[src/hdl/pbap_pkg.sv]
`default_nettype none

package pbap_pkg;

	// ==========================================================
	// Register map (APB byte offsets)
	localparam int            PBAP_APB_ADDR_W = 8;
	localparam int            PBAP_NUM_PACR   = 5;
	localparam logic [7:0]    PBAP_OFF_MPR    = 8'h00;
	localparam logic [7:0]    PBAP_PACR_OFF [PBAP_NUM_PACR] = '{
		8'h20, 8'h24, 8'h28, 8'h2c, 8'h40
	};

	// ==========================================================
	// Slot geometry
	localparam int            PBAP_SLOT_LSB   = 12;
	localparam int            PBAP_SLOT_BITS  = 6;
	localparam int            PBAP_ADDR_W     = PBAP_SLOT_LSB + PBAP_SLOT_BITS;
	localparam int            PBAP_FIELDS_REG = 8;
	localparam int            PBAP_NUM_SLOTS  = PBAP_NUM_PACR * PBAP_FIELDS_REG;
	localparam int            PBAP_FIELD_W    = 4;
	localparam int            PBAP_ID_W       = 4;
	localparam int            PBAP_MPR_FIELDS = 8;

	// ==========================================================
	// Field bit positions within one 4-bit field
	localparam int            PBAP_BIT_RSVD        = 3;
	localparam int            PBAP_BIT_RD_TRUST    = 2;
	localparam int            PBAP_BIT_WR_TRUST    = 1;
	localparam int            PBAP_BIT_PRIV_PASS   = 0;
	localparam int            PBAP_BIT_SUPER_ONLY  = 2;
	localparam int            PBAP_BIT_WRITE_PROT  = 1;
	localparam int            PBAP_BIT_TRUST_ONLY  = 0;
	localparam logic [3:0]    PBAP_FIELD_MASK      = 4'h7;

	// ==========================================================
	// Integration defaults
	localparam logic [31:0]   PBAP_MPR_RESET   = 32'h0000_0000;
	localparam logic [31:0]   PBAP_PACR_RESET  = 32'h0000_0000;
	localparam logic [7:0]    PBAP_IMPL_MASTER = 8'h0d;
	localparam logic [39:0]   PBAP_IMPL_SLOTS  = 40'hff_ffff_ffff;

	// ==========================================================
	// Peripheral slot ownership, inclusive range
	localparam int            PBAP_NUM_PERIPH = 8;
	localparam logic [5:0]    PBAP_PERIPH_FIRST [PBAP_NUM_PERIPH] = '{
		6'h00, 6'h01, 6'h04, 6'h05, 6'h06, 6'h08, 6'h10, 6'h18
	};
	localparam logic [5:0]    PBAP_PERIPH_LAST [PBAP_NUM_PERIPH] = '{
		6'h00, 6'h03, 6'h04, 6'h05, 6'h07, 6'h0f, 6'h17, 6'h27
	};

	typedef enum logic [1:0] {
		PBAP_IDLE   = 2'b00,
		PBAP_CHECK  = 2'b01,
		PBAP_ACCESS = 2'b10,
		PBAP_REPLY  = 2'b11
	} pbap_state_type;

endpackage

`default_nettype wire

[src/hdl/pbap_access_check.sv]
`timescale 1ns/1ps
`default_nettype none

module pbap_access_check
	import pbap_pkg::*;
(
	input  wire logic [3:0] prot,
	input  wire logic [3:0] priv,
	input  wire logic       is_write,
	input  wire logic       supervisor,
	output logic            eff_supervisor,
	output logic            super_fault,
	output logic            write_fault,
	output logic            trust_fault,
	output logic            deny
);

	// Privilege bit clear forces user mode
	assign eff_supervisor = supervisor & priv[PBAP_BIT_PRIV_PASS];
	assign super_fault    = prot[PBAP_BIT_SUPER_ONLY] & ~eff_supervisor;
	assign write_fault    = prot[PBAP_BIT_WRITE_PROT] & is_write;
	assign trust_fault    = prot[PBAP_BIT_TRUST_ONLY] & ~(is_write ?
		priv[PBAP_BIT_WR_TRUST] : priv[PBAP_BIT_RD_TRUST]);
	assign deny           = super_fault | write_fault | trust_fault;

endmodule

`default_nettype wire

[src/hdl/pbap_bridge.sv]
`timescale 1ns/1ps
`default_nettype none

module pbap_bridge
	import pbap_pkg::*;
#(
	parameter logic [31:0] MPR_RESET_VALUE  = pbap_pkg::PBAP_MPR_RESET,
	parameter logic [31:0] PACR_RESET_VALUE = pbap_pkg::PBAP_PACR_RESET
)
(
	input  wire logic                                pclk,
	input  wire logic                                presetn,
	input  wire logic [pbap_pkg::PBAP_APB_ADDR_W-1:0] paddr,
	input  wire logic                                psel,
	input  wire logic                                penable,
	input  wire logic                                pwrite,
	input  wire logic [31:0]                         pwdata,
	input  wire logic [3:0]                          pstrb,
	output logic      [31:0]                         prdata,
	output logic                                     pready,
	output logic                                     pslverr,
	input  wire logic                                bm_req,
	input  wire logic [pbap_pkg::PBAP_ADDR_W-1:0]    bm_addr,
	input  wire logic                                bm_write,
	input  wire logic [31:0]                         bm_wdata,
	input  wire logic [pbap_pkg::PBAP_ID_W-1:0]      bm_master_id,
	input  wire logic                                bm_supervisor,
	output logic                                     bm_done,
	output logic                                     bm_error,
	output logic      [31:0]                         bm_rdata,
	output logic [pbap_pkg::PBAP_NUM_PERIPH-1:0]     per_sel,
	output logic [pbap_pkg::PBAP_ADDR_W-1:0]         per_addr,
	output logic                                     per_write,
	output logic      [31:0]                         per_wdata,
	output logic                                     per_supervisor,
	input  wire logic                                per_ready,
	input  wire logic [31:0]                         per_rdata,
	input  wire logic                                per_error
);
	import pbap_pkg::*;

	// ==========================================================
	// Helpers
	function automatic logic [3:0] field_of(input logic [31:0] word,
		input logic [2:0] pos);
		return word[31 - 4 * int'(pos) -: 4];
	endfunction

	function automatic logic [31:0] nibble_mask(input logic [7:0] impl);
		logic [31:0] m;
		m = 32'h0000_0000;
		for (int i = 0; i < PBAP_FIELDS_REG; i++) begin
			m[31 - 4 * i -: 4] = impl[i] ? PBAP_FIELD_MASK : 4'h0;
		end
		return m;
	endfunction

	function automatic logic [31:0] merge(input logic [31:0] old,
		input logic [31:0] data, input logic [3:0] strb,
		input logic [31:0] mask);
		logic [31:0] m;
		m = {{8{strb[3]}}, {8{strb[2]}}, {8{strb[1]}}, {8{strb[0]}}} & mask;
		return (old & ~m) | (data & m);
	endfunction

	// Unimplemented or reserved bits stay zero
	localparam logic [31:0] MPR_MASK = nibble_mask(PBAP_IMPL_MASTER);

	function automatic logic [31:0] pacr_mask(input int r);
		return nibble_mask(PBAP_IMPL_SLOTS[8 * r +: 8]);
	endfunction

	// ==========================================================
	// Register file over APB
	logic [31:0] mpr_reg;
	logic [31:0] mpr_next;
	logic [31:0] pacr_reg  [PBAP_NUM_PACR];
	logic [31:0] pacr_next [PBAP_NUM_PACR];
	logic        pready_reg;
	logic        pready_next;
	logic [31:0] prdata_reg;
	logic [31:0] prdata_next;
	logic        pslverr_reg;
	logic        pslverr_next;
	logic        hit_mpr;
	logic [PBAP_NUM_PACR-1:0] hit_pacr;
	logic        apb_commit;
	logic [31:0] rd_word;

	always_comb begin
		hit_mpr  = (paddr == PBAP_OFF_MPR);
		rd_word  = hit_mpr ? mpr_reg : 32'h0000_0000;
		for (int r = 0; r < PBAP_NUM_PACR; r++) begin
			hit_pacr[r] = (paddr == PBAP_PACR_OFF[r]);
			if (hit_pacr[r]) begin
				rd_word = pacr_reg[r];
			end
		end
		apb_commit   = psel & penable & pready_reg;
		pready_next  = psel & penable & ~pready_reg;
		prdata_next  = pready_next ? rd_word : 32'h0000_0000;
		pslverr_next = pready_next & ~(hit_mpr | (|hit_pacr));
		mpr_next     = mpr_reg;
		if (apb_commit && pwrite && hit_mpr) begin
			mpr_next = merge(mpr_reg, pwdata, pstrb, MPR_MASK);
		end
		for (int r = 0; r < PBAP_NUM_PACR; r++) begin
			pacr_next[r] = pacr_reg[r];
			if (apb_commit && pwrite && hit_pacr[r]) begin
				pacr_next[r] = merge(pacr_reg[r], pwdata, pstrb,
					pacr_mask(r));
			end
		end
	end

	always_ff @(posedge pclk or negedge presetn) begin
		if (!presetn) begin
			mpr_reg     <= MPR_RESET_VALUE & MPR_MASK;
			pready_reg  <= 1'b0;
			prdata_reg  <= 32'h0000_0000;
			pslverr_reg <= 1'b0;
			for (int r = 0; r < PBAP_NUM_PACR; r++) begin
				pacr_reg[r] <= PACR_RESET_VALUE & pacr_mask(r);
			end
		end else begin
			mpr_reg     <= mpr_next;
			pready_reg  <= pready_next;
			prdata_reg  <= prdata_next;
			pslverr_reg <= pslverr_next;
			for (int r = 0; r < PBAP_NUM_PACR; r++) begin
				pacr_reg[r] <= pacr_next[r];
			end
		end
	end

	assign pready  = pready_reg;
	assign prdata  = prdata_reg;
	assign pslverr = pslverr_reg;

	// ==========================================================
	// Access decode and protection
	pbap_state_type                state_reg;
	pbap_state_type                state_next;
	logic [PBAP_ADDR_W-1:0]        lat_addr_reg;
	logic [PBAP_ADDR_W-1:0]        lat_addr_next;
	logic                          lat_write_reg;
	logic                          lat_write_next;
	logic [31:0]                   lat_wdata_reg;
	logic [31:0]                   lat_wdata_next;
	logic [PBAP_ID_W-1:0]          lat_id_reg;
	logic [PBAP_ID_W-1:0]          lat_id_next;
	logic                          lat_sup_reg;
	logic                          lat_sup_next;
	logic [PBAP_SLOT_BITS-1:0]     slot;
	logic [3:0]                    slot_prot;
	logic [3:0]                    master_priv;
	logic [PBAP_NUM_PERIPH-1:0]    owner;
	logic                          eff_sup;
	logic                          super_fault;
	logic                          write_fault;
	logic                          trust_fault;
	logic                          deny;

	always_comb begin
		slot        = lat_addr_reg[PBAP_ADDR_W-1:PBAP_SLOT_LSB];
		slot_prot   = 4'h0;
		if (int'(slot) < PBAP_NUM_SLOTS) begin
			slot_prot = field_of(pacr_reg[slot[5:3]], slot[2:0]);
		end
		// IDs above the register's fields have no privileges
		master_priv = 4'h0;
		if (int'(lat_id_reg) < PBAP_MPR_FIELDS) begin
			master_priv = field_of(mpr_reg, lat_id_reg[2:0]);
		end
		for (int p = 0; p < PBAP_NUM_PERIPH; p++) begin
			owner[p] = (slot >= PBAP_PERIPH_FIRST[p]) &&
				(slot <= PBAP_PERIPH_LAST[p]);
		end
	end

	pbap_access_check u_check (
		.prot           (slot_prot),
		.priv           (master_priv),
		.is_write       (lat_write_reg),
		.supervisor     (lat_sup_reg),
		.eff_supervisor (eff_sup),
		.super_fault    (super_fault),
		.write_fault    (write_fault),
		.trust_fault    (trust_fault),
		.deny           (deny)
	);

	// ==========================================================
	// Transfer sequencer
	logic                       bm_done_reg;
	logic                       bm_done_next;
	logic                       bm_error_reg;
	logic                       bm_error_next;
	logic [31:0]                bm_rdata_reg;
	logic [31:0]                bm_rdata_next;
	logic [PBAP_NUM_PERIPH-1:0] per_sel_reg;
	logic [PBAP_NUM_PERIPH-1:0] per_sel_next;
	logic                       per_sup_reg;
	logic                       per_sup_next;

	always_comb begin
		state_next     = state_reg;
		lat_addr_next  = lat_addr_reg;
		lat_write_next = lat_write_reg;
		lat_wdata_next = lat_wdata_reg;
		lat_id_next    = lat_id_reg;
		lat_sup_next   = lat_sup_reg;
		bm_done_next   = 1'b0;
		bm_error_next  = bm_error_reg;
		bm_rdata_next  = bm_rdata_reg;
		per_sel_next   = per_sel_reg;
		per_sup_next   = per_sup_reg;
		unique case (state_reg)
			PBAP_IDLE: begin
				if (bm_req) begin
					lat_addr_next  = bm_addr;
					lat_write_next = bm_write;
					lat_wdata_next = bm_wdata;
					lat_id_next    = bm_master_id;
					lat_sup_next   = bm_supervisor;
					state_next     = PBAP_CHECK;
				end
			end
			PBAP_CHECK: begin
				if (deny || owner == '0) begin
					bm_done_next  = 1'b1;
					bm_error_next = 1'b1;
					bm_rdata_next = 32'h0000_0000;
					state_next    = PBAP_REPLY;
				end else begin
					per_sel_next = owner;
					per_sup_next = eff_sup;
					state_next   = PBAP_ACCESS;
				end
			end
			PBAP_ACCESS: begin
				if (per_ready) begin
					per_sel_next  = '0;
					bm_done_next  = 1'b1;
					bm_error_next = per_error;
					bm_rdata_next = lat_write_reg ? 32'h0000_0000 : per_rdata;
					state_next    = PBAP_REPLY;
				end
			end
			PBAP_REPLY: begin
				state_next = PBAP_IDLE;
			end
		endcase
	end

	always_ff @(posedge pclk or negedge presetn) begin
		if (!presetn) begin
			state_reg     <= PBAP_IDLE;
			lat_addr_reg  <= '0;
			lat_write_reg <= 1'b0;
			lat_wdata_reg <= 32'h0000_0000;
			lat_id_reg    <= '0;
			lat_sup_reg   <= 1'b0;
			bm_done_reg   <= 1'b0;
			bm_error_reg  <= 1'b0;
			bm_rdata_reg  <= 32'h0000_0000;
			per_sel_reg   <= '0;
			per_sup_reg   <= 1'b0;
		end else begin
			state_reg     <= state_next;
			lat_addr_reg  <= lat_addr_next;
			lat_write_reg <= lat_write_next;
			lat_wdata_reg <= lat_wdata_next;
			lat_id_reg    <= lat_id_next;
			lat_sup_reg   <= lat_sup_next;
			bm_done_reg   <= bm_done_next;
			bm_error_reg  <= bm_error_next;
			bm_rdata_reg  <= bm_rdata_next;
			per_sel_reg   <= per_sel_next;
			per_sup_reg   <= per_sup_next;
		end
	end

	assign bm_done        = bm_done_reg;
	assign bm_error       = bm_error_reg;
	assign bm_rdata       = bm_rdata_reg;
	assign per_sel        = per_sel_reg;
	assign per_addr       = lat_addr_reg;
	assign per_write      = lat_write_reg;
	assign per_wdata      = lat_wdata_reg;
	assign per_supervisor = per_sup_reg;

	// ==========================================================
	// Checks
	a_denied_no_access: assert property (
		@(posedge pclk) disable iff (!presetn)
		state_reg == PBAP_CHECK && super_fault
		|=> bm_done && bm_error && per_sel == '0 && state_reg == PBAP_REPLY
	) else $error("Supervisor fault did not end in error");

	a_write_prot_err: assert property (
		@(posedge pclk) disable iff (!presetn)
		state_reg == PBAP_CHECK && lat_write_reg &&
		slot_prot[PBAP_BIT_WRITE_PROT]
		|=> bm_error && bm_done ##1 state_reg == PBAP_IDLE && !bm_done
	) else $error("Write to protected slot was not refused");

	a_trust_prot_err: assert property (
		@(posedge pclk) disable iff (!presetn)
		state_reg == PBAP_CHECK && slot_prot[PBAP_BIT_TRUST_ONLY] &&
		!master_priv[lat_write_reg ? PBAP_BIT_WR_TRUST : PBAP_BIT_RD_TRUST]
		|=> bm_error && per_sel == '0
	) else $error("Untrusted master reached trust-only slot");

	a_route_owner: assert property (
		@(posedge pclk) disable iff (!presetn)
		state_reg == PBAP_CHECK && !deny && owner != '0
		|=> $onehot(per_sel) && per_sel == $past(owner) &&
			per_addr == $past(lat_addr_reg)
	) else $error("Slot routed to wrong peripheral");

	a_priv_forced: assert property (
		@(posedge pclk) disable iff (!presetn)
		per_sel != '0 |-> per_supervisor ==
			(lat_sup_reg & master_priv[PBAP_BIT_PRIV_PASS])
	) else $error("Privilege attribute not forced to user");

	a_field_reserved: assert property (
		@(posedge pclk) disable iff (!presetn)
		(mpr_reg & ~MPR_MASK) == 32'h0000_0000 &&
		pacr_reg[0][31] == 1'b0 && pacr_reg[3][3] == 1'b0
	) else $error("Reserved or unimplemented bit set");

	a_pacr_write: assert property (
		@(posedge pclk) disable iff (!presetn)
		apb_commit && pwrite && paddr == PBAP_PACR_OFF[1] && pstrb == 4'hf
		|=> pacr_reg[1] == ($past(pwdata) & pacr_mask(1))
	) else $error("Access-control write at 24 not stored");

	a_apb_answer: assert property (
		@(posedge pclk) disable iff (!presetn)
		psel && !penable ##1 psel && penable
		|=> pready && pslverr == !(hit_mpr || hit_pacr != '0)
	) else $error("APB answer or error flag wrong");

	a_access_done: assert property (
		@(posedge pclk) disable iff (!presetn)
		state_reg == PBAP_ACCESS && per_ready
		|=> bm_done && per_sel == '0 && bm_error == $past(per_error)
	) else $error("Peripheral reply not returned to master");

endmodule

`default_nettype wire

[config.mk]
export PLATFORM = sky130hd
export DESIGN_NAME = pbap_bridge
export DESIGN_NICKNAME = d
export VERILOG_FILES = /design/src/hdl/pbap_pkg.sv /design/src/hdl/pbap_access_check.sv /design/src/hdl/pbap_bridge.sv
export SDC_FILE = /design/constraint.sdc
export NUM_CORES = 1
export LEC_CHECK = 0
export ABC_AREA = 1
export BUFFER_PORTS_ARGS = -buffer_cell sky130_fd_sc_hd__buf_2
export CAP_MARGIN = 20
export CORE_MARGIN = 3
export CORE_UTILIZATION = 59
export CTS_CLUSTER_DIAMETER = 150
export DETAILED_ROUTE_END_ITERATION = 12
export GPL_TIMING_DRIVEN = 0
export PLACE_DENSITY = 0.91
export SLEW_MARGIN = 20
export SYNTH_ARGS = -nofsm -noshare
export SYNTH_HDL_FRONTEND = slang
export SYNTH_SLANG_ARGS = --single-unit
[constraint.sdc]
create_clock -name pclk -period 4.7 [get_ports pclk]
set_input_delay 0.705 -clock pclk [delete_from_list [all_inputs] [get_ports pclk]]
set_output_delay 0.705 -clock pclk [all_outputs]
set_load 0.01 [all_outputs]
==> run summary <==
status: complete, no violations
clk buf depth: 3
worst min-delay path category: in -> async
top cell type's share of synthesized area: 52.8%
power density over the cells: 516 mW/mm^2
Max Slew Vio Count: 0
Crit Path Class: reg -> reg
simple-gate portion of the synthesized area: 23.8%
top post-synthesis cells by area: dfrtp_1, nand2_1, o21ai_0
Max-Cap Viols: 0
Core ar.: 0.0198 sq mm
Fmax: 366 MHz
CTS Buf Count: 27
Post-Layout Cell Count: 2049
share of cells above drive strength 1: 21.8%
DR DRC count: 0
Syn-to-layout area delta: 21.3%
post-synthesis register bit count: 256
largest net degree at the start of global routing: 103
Worst-Skew Late Latency: 540 ps
Seq/Total Area, Yosys: 52.8%
gr ovfl total: 0
xor and xnor area share after synthesis: 0%
Cell Rows: 51
antenna violations before repair: 2
slew margin rel.: 26.6%
Fin. Hold Viols: 0
drt first pass iters: 6
Die H: 149 um
Worst Setup End Kind: flip-flop
WL per Instance: 19.1 um
Syn. warnings: 0
CTS tree: built
post-synthesis cell area: 0.0121 sq mm
multiplexer area fraction after synthesis: 4.36%
unrepaired setup endpoints after global routing: no
cts repair resizes: 0
Yosys top cell by area: dfrtp_1
Adder-Cell Fraction of Synth Area: 0.412%
die area: 0.0223 sq mm
Syn Area/Cell: 8.24 sq um
placed cell count: 1998
slew of the pin with the lowest slew margin: 1090 ps
CP max stage delay: 590 ps
DR vias/cell: 5.77
Compound-Gate Fraction of Synth Area: 11.5%
chip width: 149 um
initial DRC count: 1546
post-CTS setup buffers: 0
DRT Wirelength: 39.1 mm
nets@finish: 1906
Crit path max-delay family: simple AND/OR/NAND/NOR gates
ANT nets after route: 0
Area after DPL: 0.0138 sq mm
Final Cycle Share: 58.1%
final instance area: 0.0147 sq mm
slowest cell on the critical path: clkbuf_1
via count: 11800
crit path cell chain: inv_2, clkbuf_1, nand4_1, nand2_1, nand2_1, nand2_1, nand2_1, nand3_1, nand2_1, nor2_2, nand2_4, buf_2, nand3_1, nand2_1
first-pass GRT wire length: 59.8 mm
CP max FO: 10
GRT met2 Usage: 56.0%
Worst EP arrival: 3140 ps
met3 track demand over resource: 7.72%
PortBufs: 251
Syn Inst Count: 1473
cell with the most instances on the worst path: nand2_1
H-tree depth: 1
Tmin final: 2730 ps
GPL Wtd Cong: 0.978
number of hold buffers added after CTS: 0
number of global-route vias before repair: 11400
num ports: 268
CTS root buf: clkbuf_16
global routing's busiest layer: met2
Starting Density: 61.2%
Setup crit start kind: flip-flop
launching point of the worst reg2reg path: per_addr[17]$_DFFE_PN0P_
Critical Path RT: 5110 ps
leakage: 7.45 nW
Unique masters post-synth: 35
crit path buf inv count: 3
Critical Path Start: per_addr[17]$_DFFE_PN0P_
met1 GRT Util: 43.4%
Worst VDD drop: 560 uV
Setup-failing EPs final: 0
detailed-placement wirelength estimate: 27.7 mm
Clk pin slew, worst setup/hold paths: 60 ps
Setup Skew: 14.4 ps
Overall Global Routing Usage: 34.2%
Clock Sinks: 256
largest family of logic cells by synthesized area: simple AND/OR/NAND/NOR gates
per-layer routing:
layer	wire length (um)	share of wire, %
met1	14300	37
met5	13	0.033
met4	2200	5.6
met3	4090	10
met2	18500	47
cell type report:
class,instances,area (sq um)
flip-flops and latches,256,6410
repair buffers,253,1320
inverters,110,415
diodes,2,5.00
clock inverters,10,111
plain buffers,87,445
multi-input cells,1027,4900
fillers,1415,5120
well taps,265,332
clock buffers,39,791
worst reg2reg max path, stage by stage, from the launching register on:
cell and delay, ps:
dfrtp_1 460, inv_2 130, clkbuf_1 590, nand4_1 240, nand2_1 110, nand2_1 80, nand2_1 60, nand2_1 80
nand3_1 70, nand2_1 80, nor2_2 130, nand2_4 120, buf_2 220, nand3_1 130, nand2_1 100
through the flow:
stage | TNS (ps) | power (mW) | hold slack (ps) | util (%) | setup slack [ps]
6_report | 0 | 7.60 | 73.2 | 74.2 | 1970
2_1_floorplan | 0 | 4.33 | 409 | - | 2520
4_1_cts | 0 | 7.55 | 90.7 | 74.2 | 2060
5_1_grt | 0 | 7.91 | 112 | 74.2 | 1840
3_5_place_dp | 0 | 5.37 | 455 | 69.6 | 1610
3_3_place_gp | -387370 | 5.24 | 449 | 69.3 | -1540
cell families after synthesis:
family                     count (synthesis)
DFF                                      256
and+or+nand+nor                          711
adders and majority gates                  4
muxes                                     47
AOI/OAI and AO/OA                        257
buffers and inverters                    197
other                                      1
cells in the mapped netlist (all sizes together):
cell type / number
inv: 110
mux2: 47
nand2: 481
o21ai: 185
clkbuf: 56
a221oi: 14
nor2: 112
nand4: 7
ha: 4
buf: 31
or2: 1
nor3: 10
a31oi: 15
conb: 1
a21oi: 28
a41oi: 7
nand3: 99
and2: 1
a211oi: 2
dfrtp: 256
o211ai: 1
o22ai: 4
o21a: 1
cell usage in the layout (no fill, tap or decap), types with 8 or more instances in the layout:
| cell type | netlist | final |
|---|---|---|
| buf_2 | 11 | 261 |
| clkbuf_1 | 56 | 61 |
| a21oi_1 | 28 | 28 |
| buf_4 | 10 | 10 |
| conb_1 | 1 | 8 |
| buf_6 | 9 | 9 |
| nand3_1 | 99 | 99 |
| o21ai_1 | 19 | 19 |
| o21ai_0 | 166 | 166 |
| nand2_1 | 476 | 476 |
| inv_1 | 107 | 107 |
| dfrtp_1 | 256 | 256 |
| mux2_2 | 47 | 47 |
| nor3_1 | 8 | 8 |
| nor2_1 | 109 | 109 |
| a31oi_1 | 15 | 15 |
| clkbuf_16 | 0 | 27 |
| a221oi_1 | 14 | 14 |
path summary, 6_finish.rpt:
check                                             end  slack (ps)  depth (start not counted)
max                           bm_rdata[5]$_DFFE_PN0P_        1970                         14
min                          bm_rdata[13]$_DFFE_PN0P_          70                          1
max reg2reg                   bm_rdata[5]$_DFFE_PN0P_        1970                         14
min reg2reg                  bm_rdata[23]$_DFFE_PN0P_         470                          2
max in group asynchronous  asynchronous set/reset pin        3290                          3
min in group pclk           per_wdata[10]$_DFFE_PN0P_         390                          2
power breakdown:
part           leakage (nW)  total (mW)  internal (mW)  switching, mW
combinational          3.57        2.62          0.908           1.71
clock                 0.450        2.17           1.28          0.896
sequential             3.43        2.80           2.57          0.230
Power figures use the tool's default switching activity.
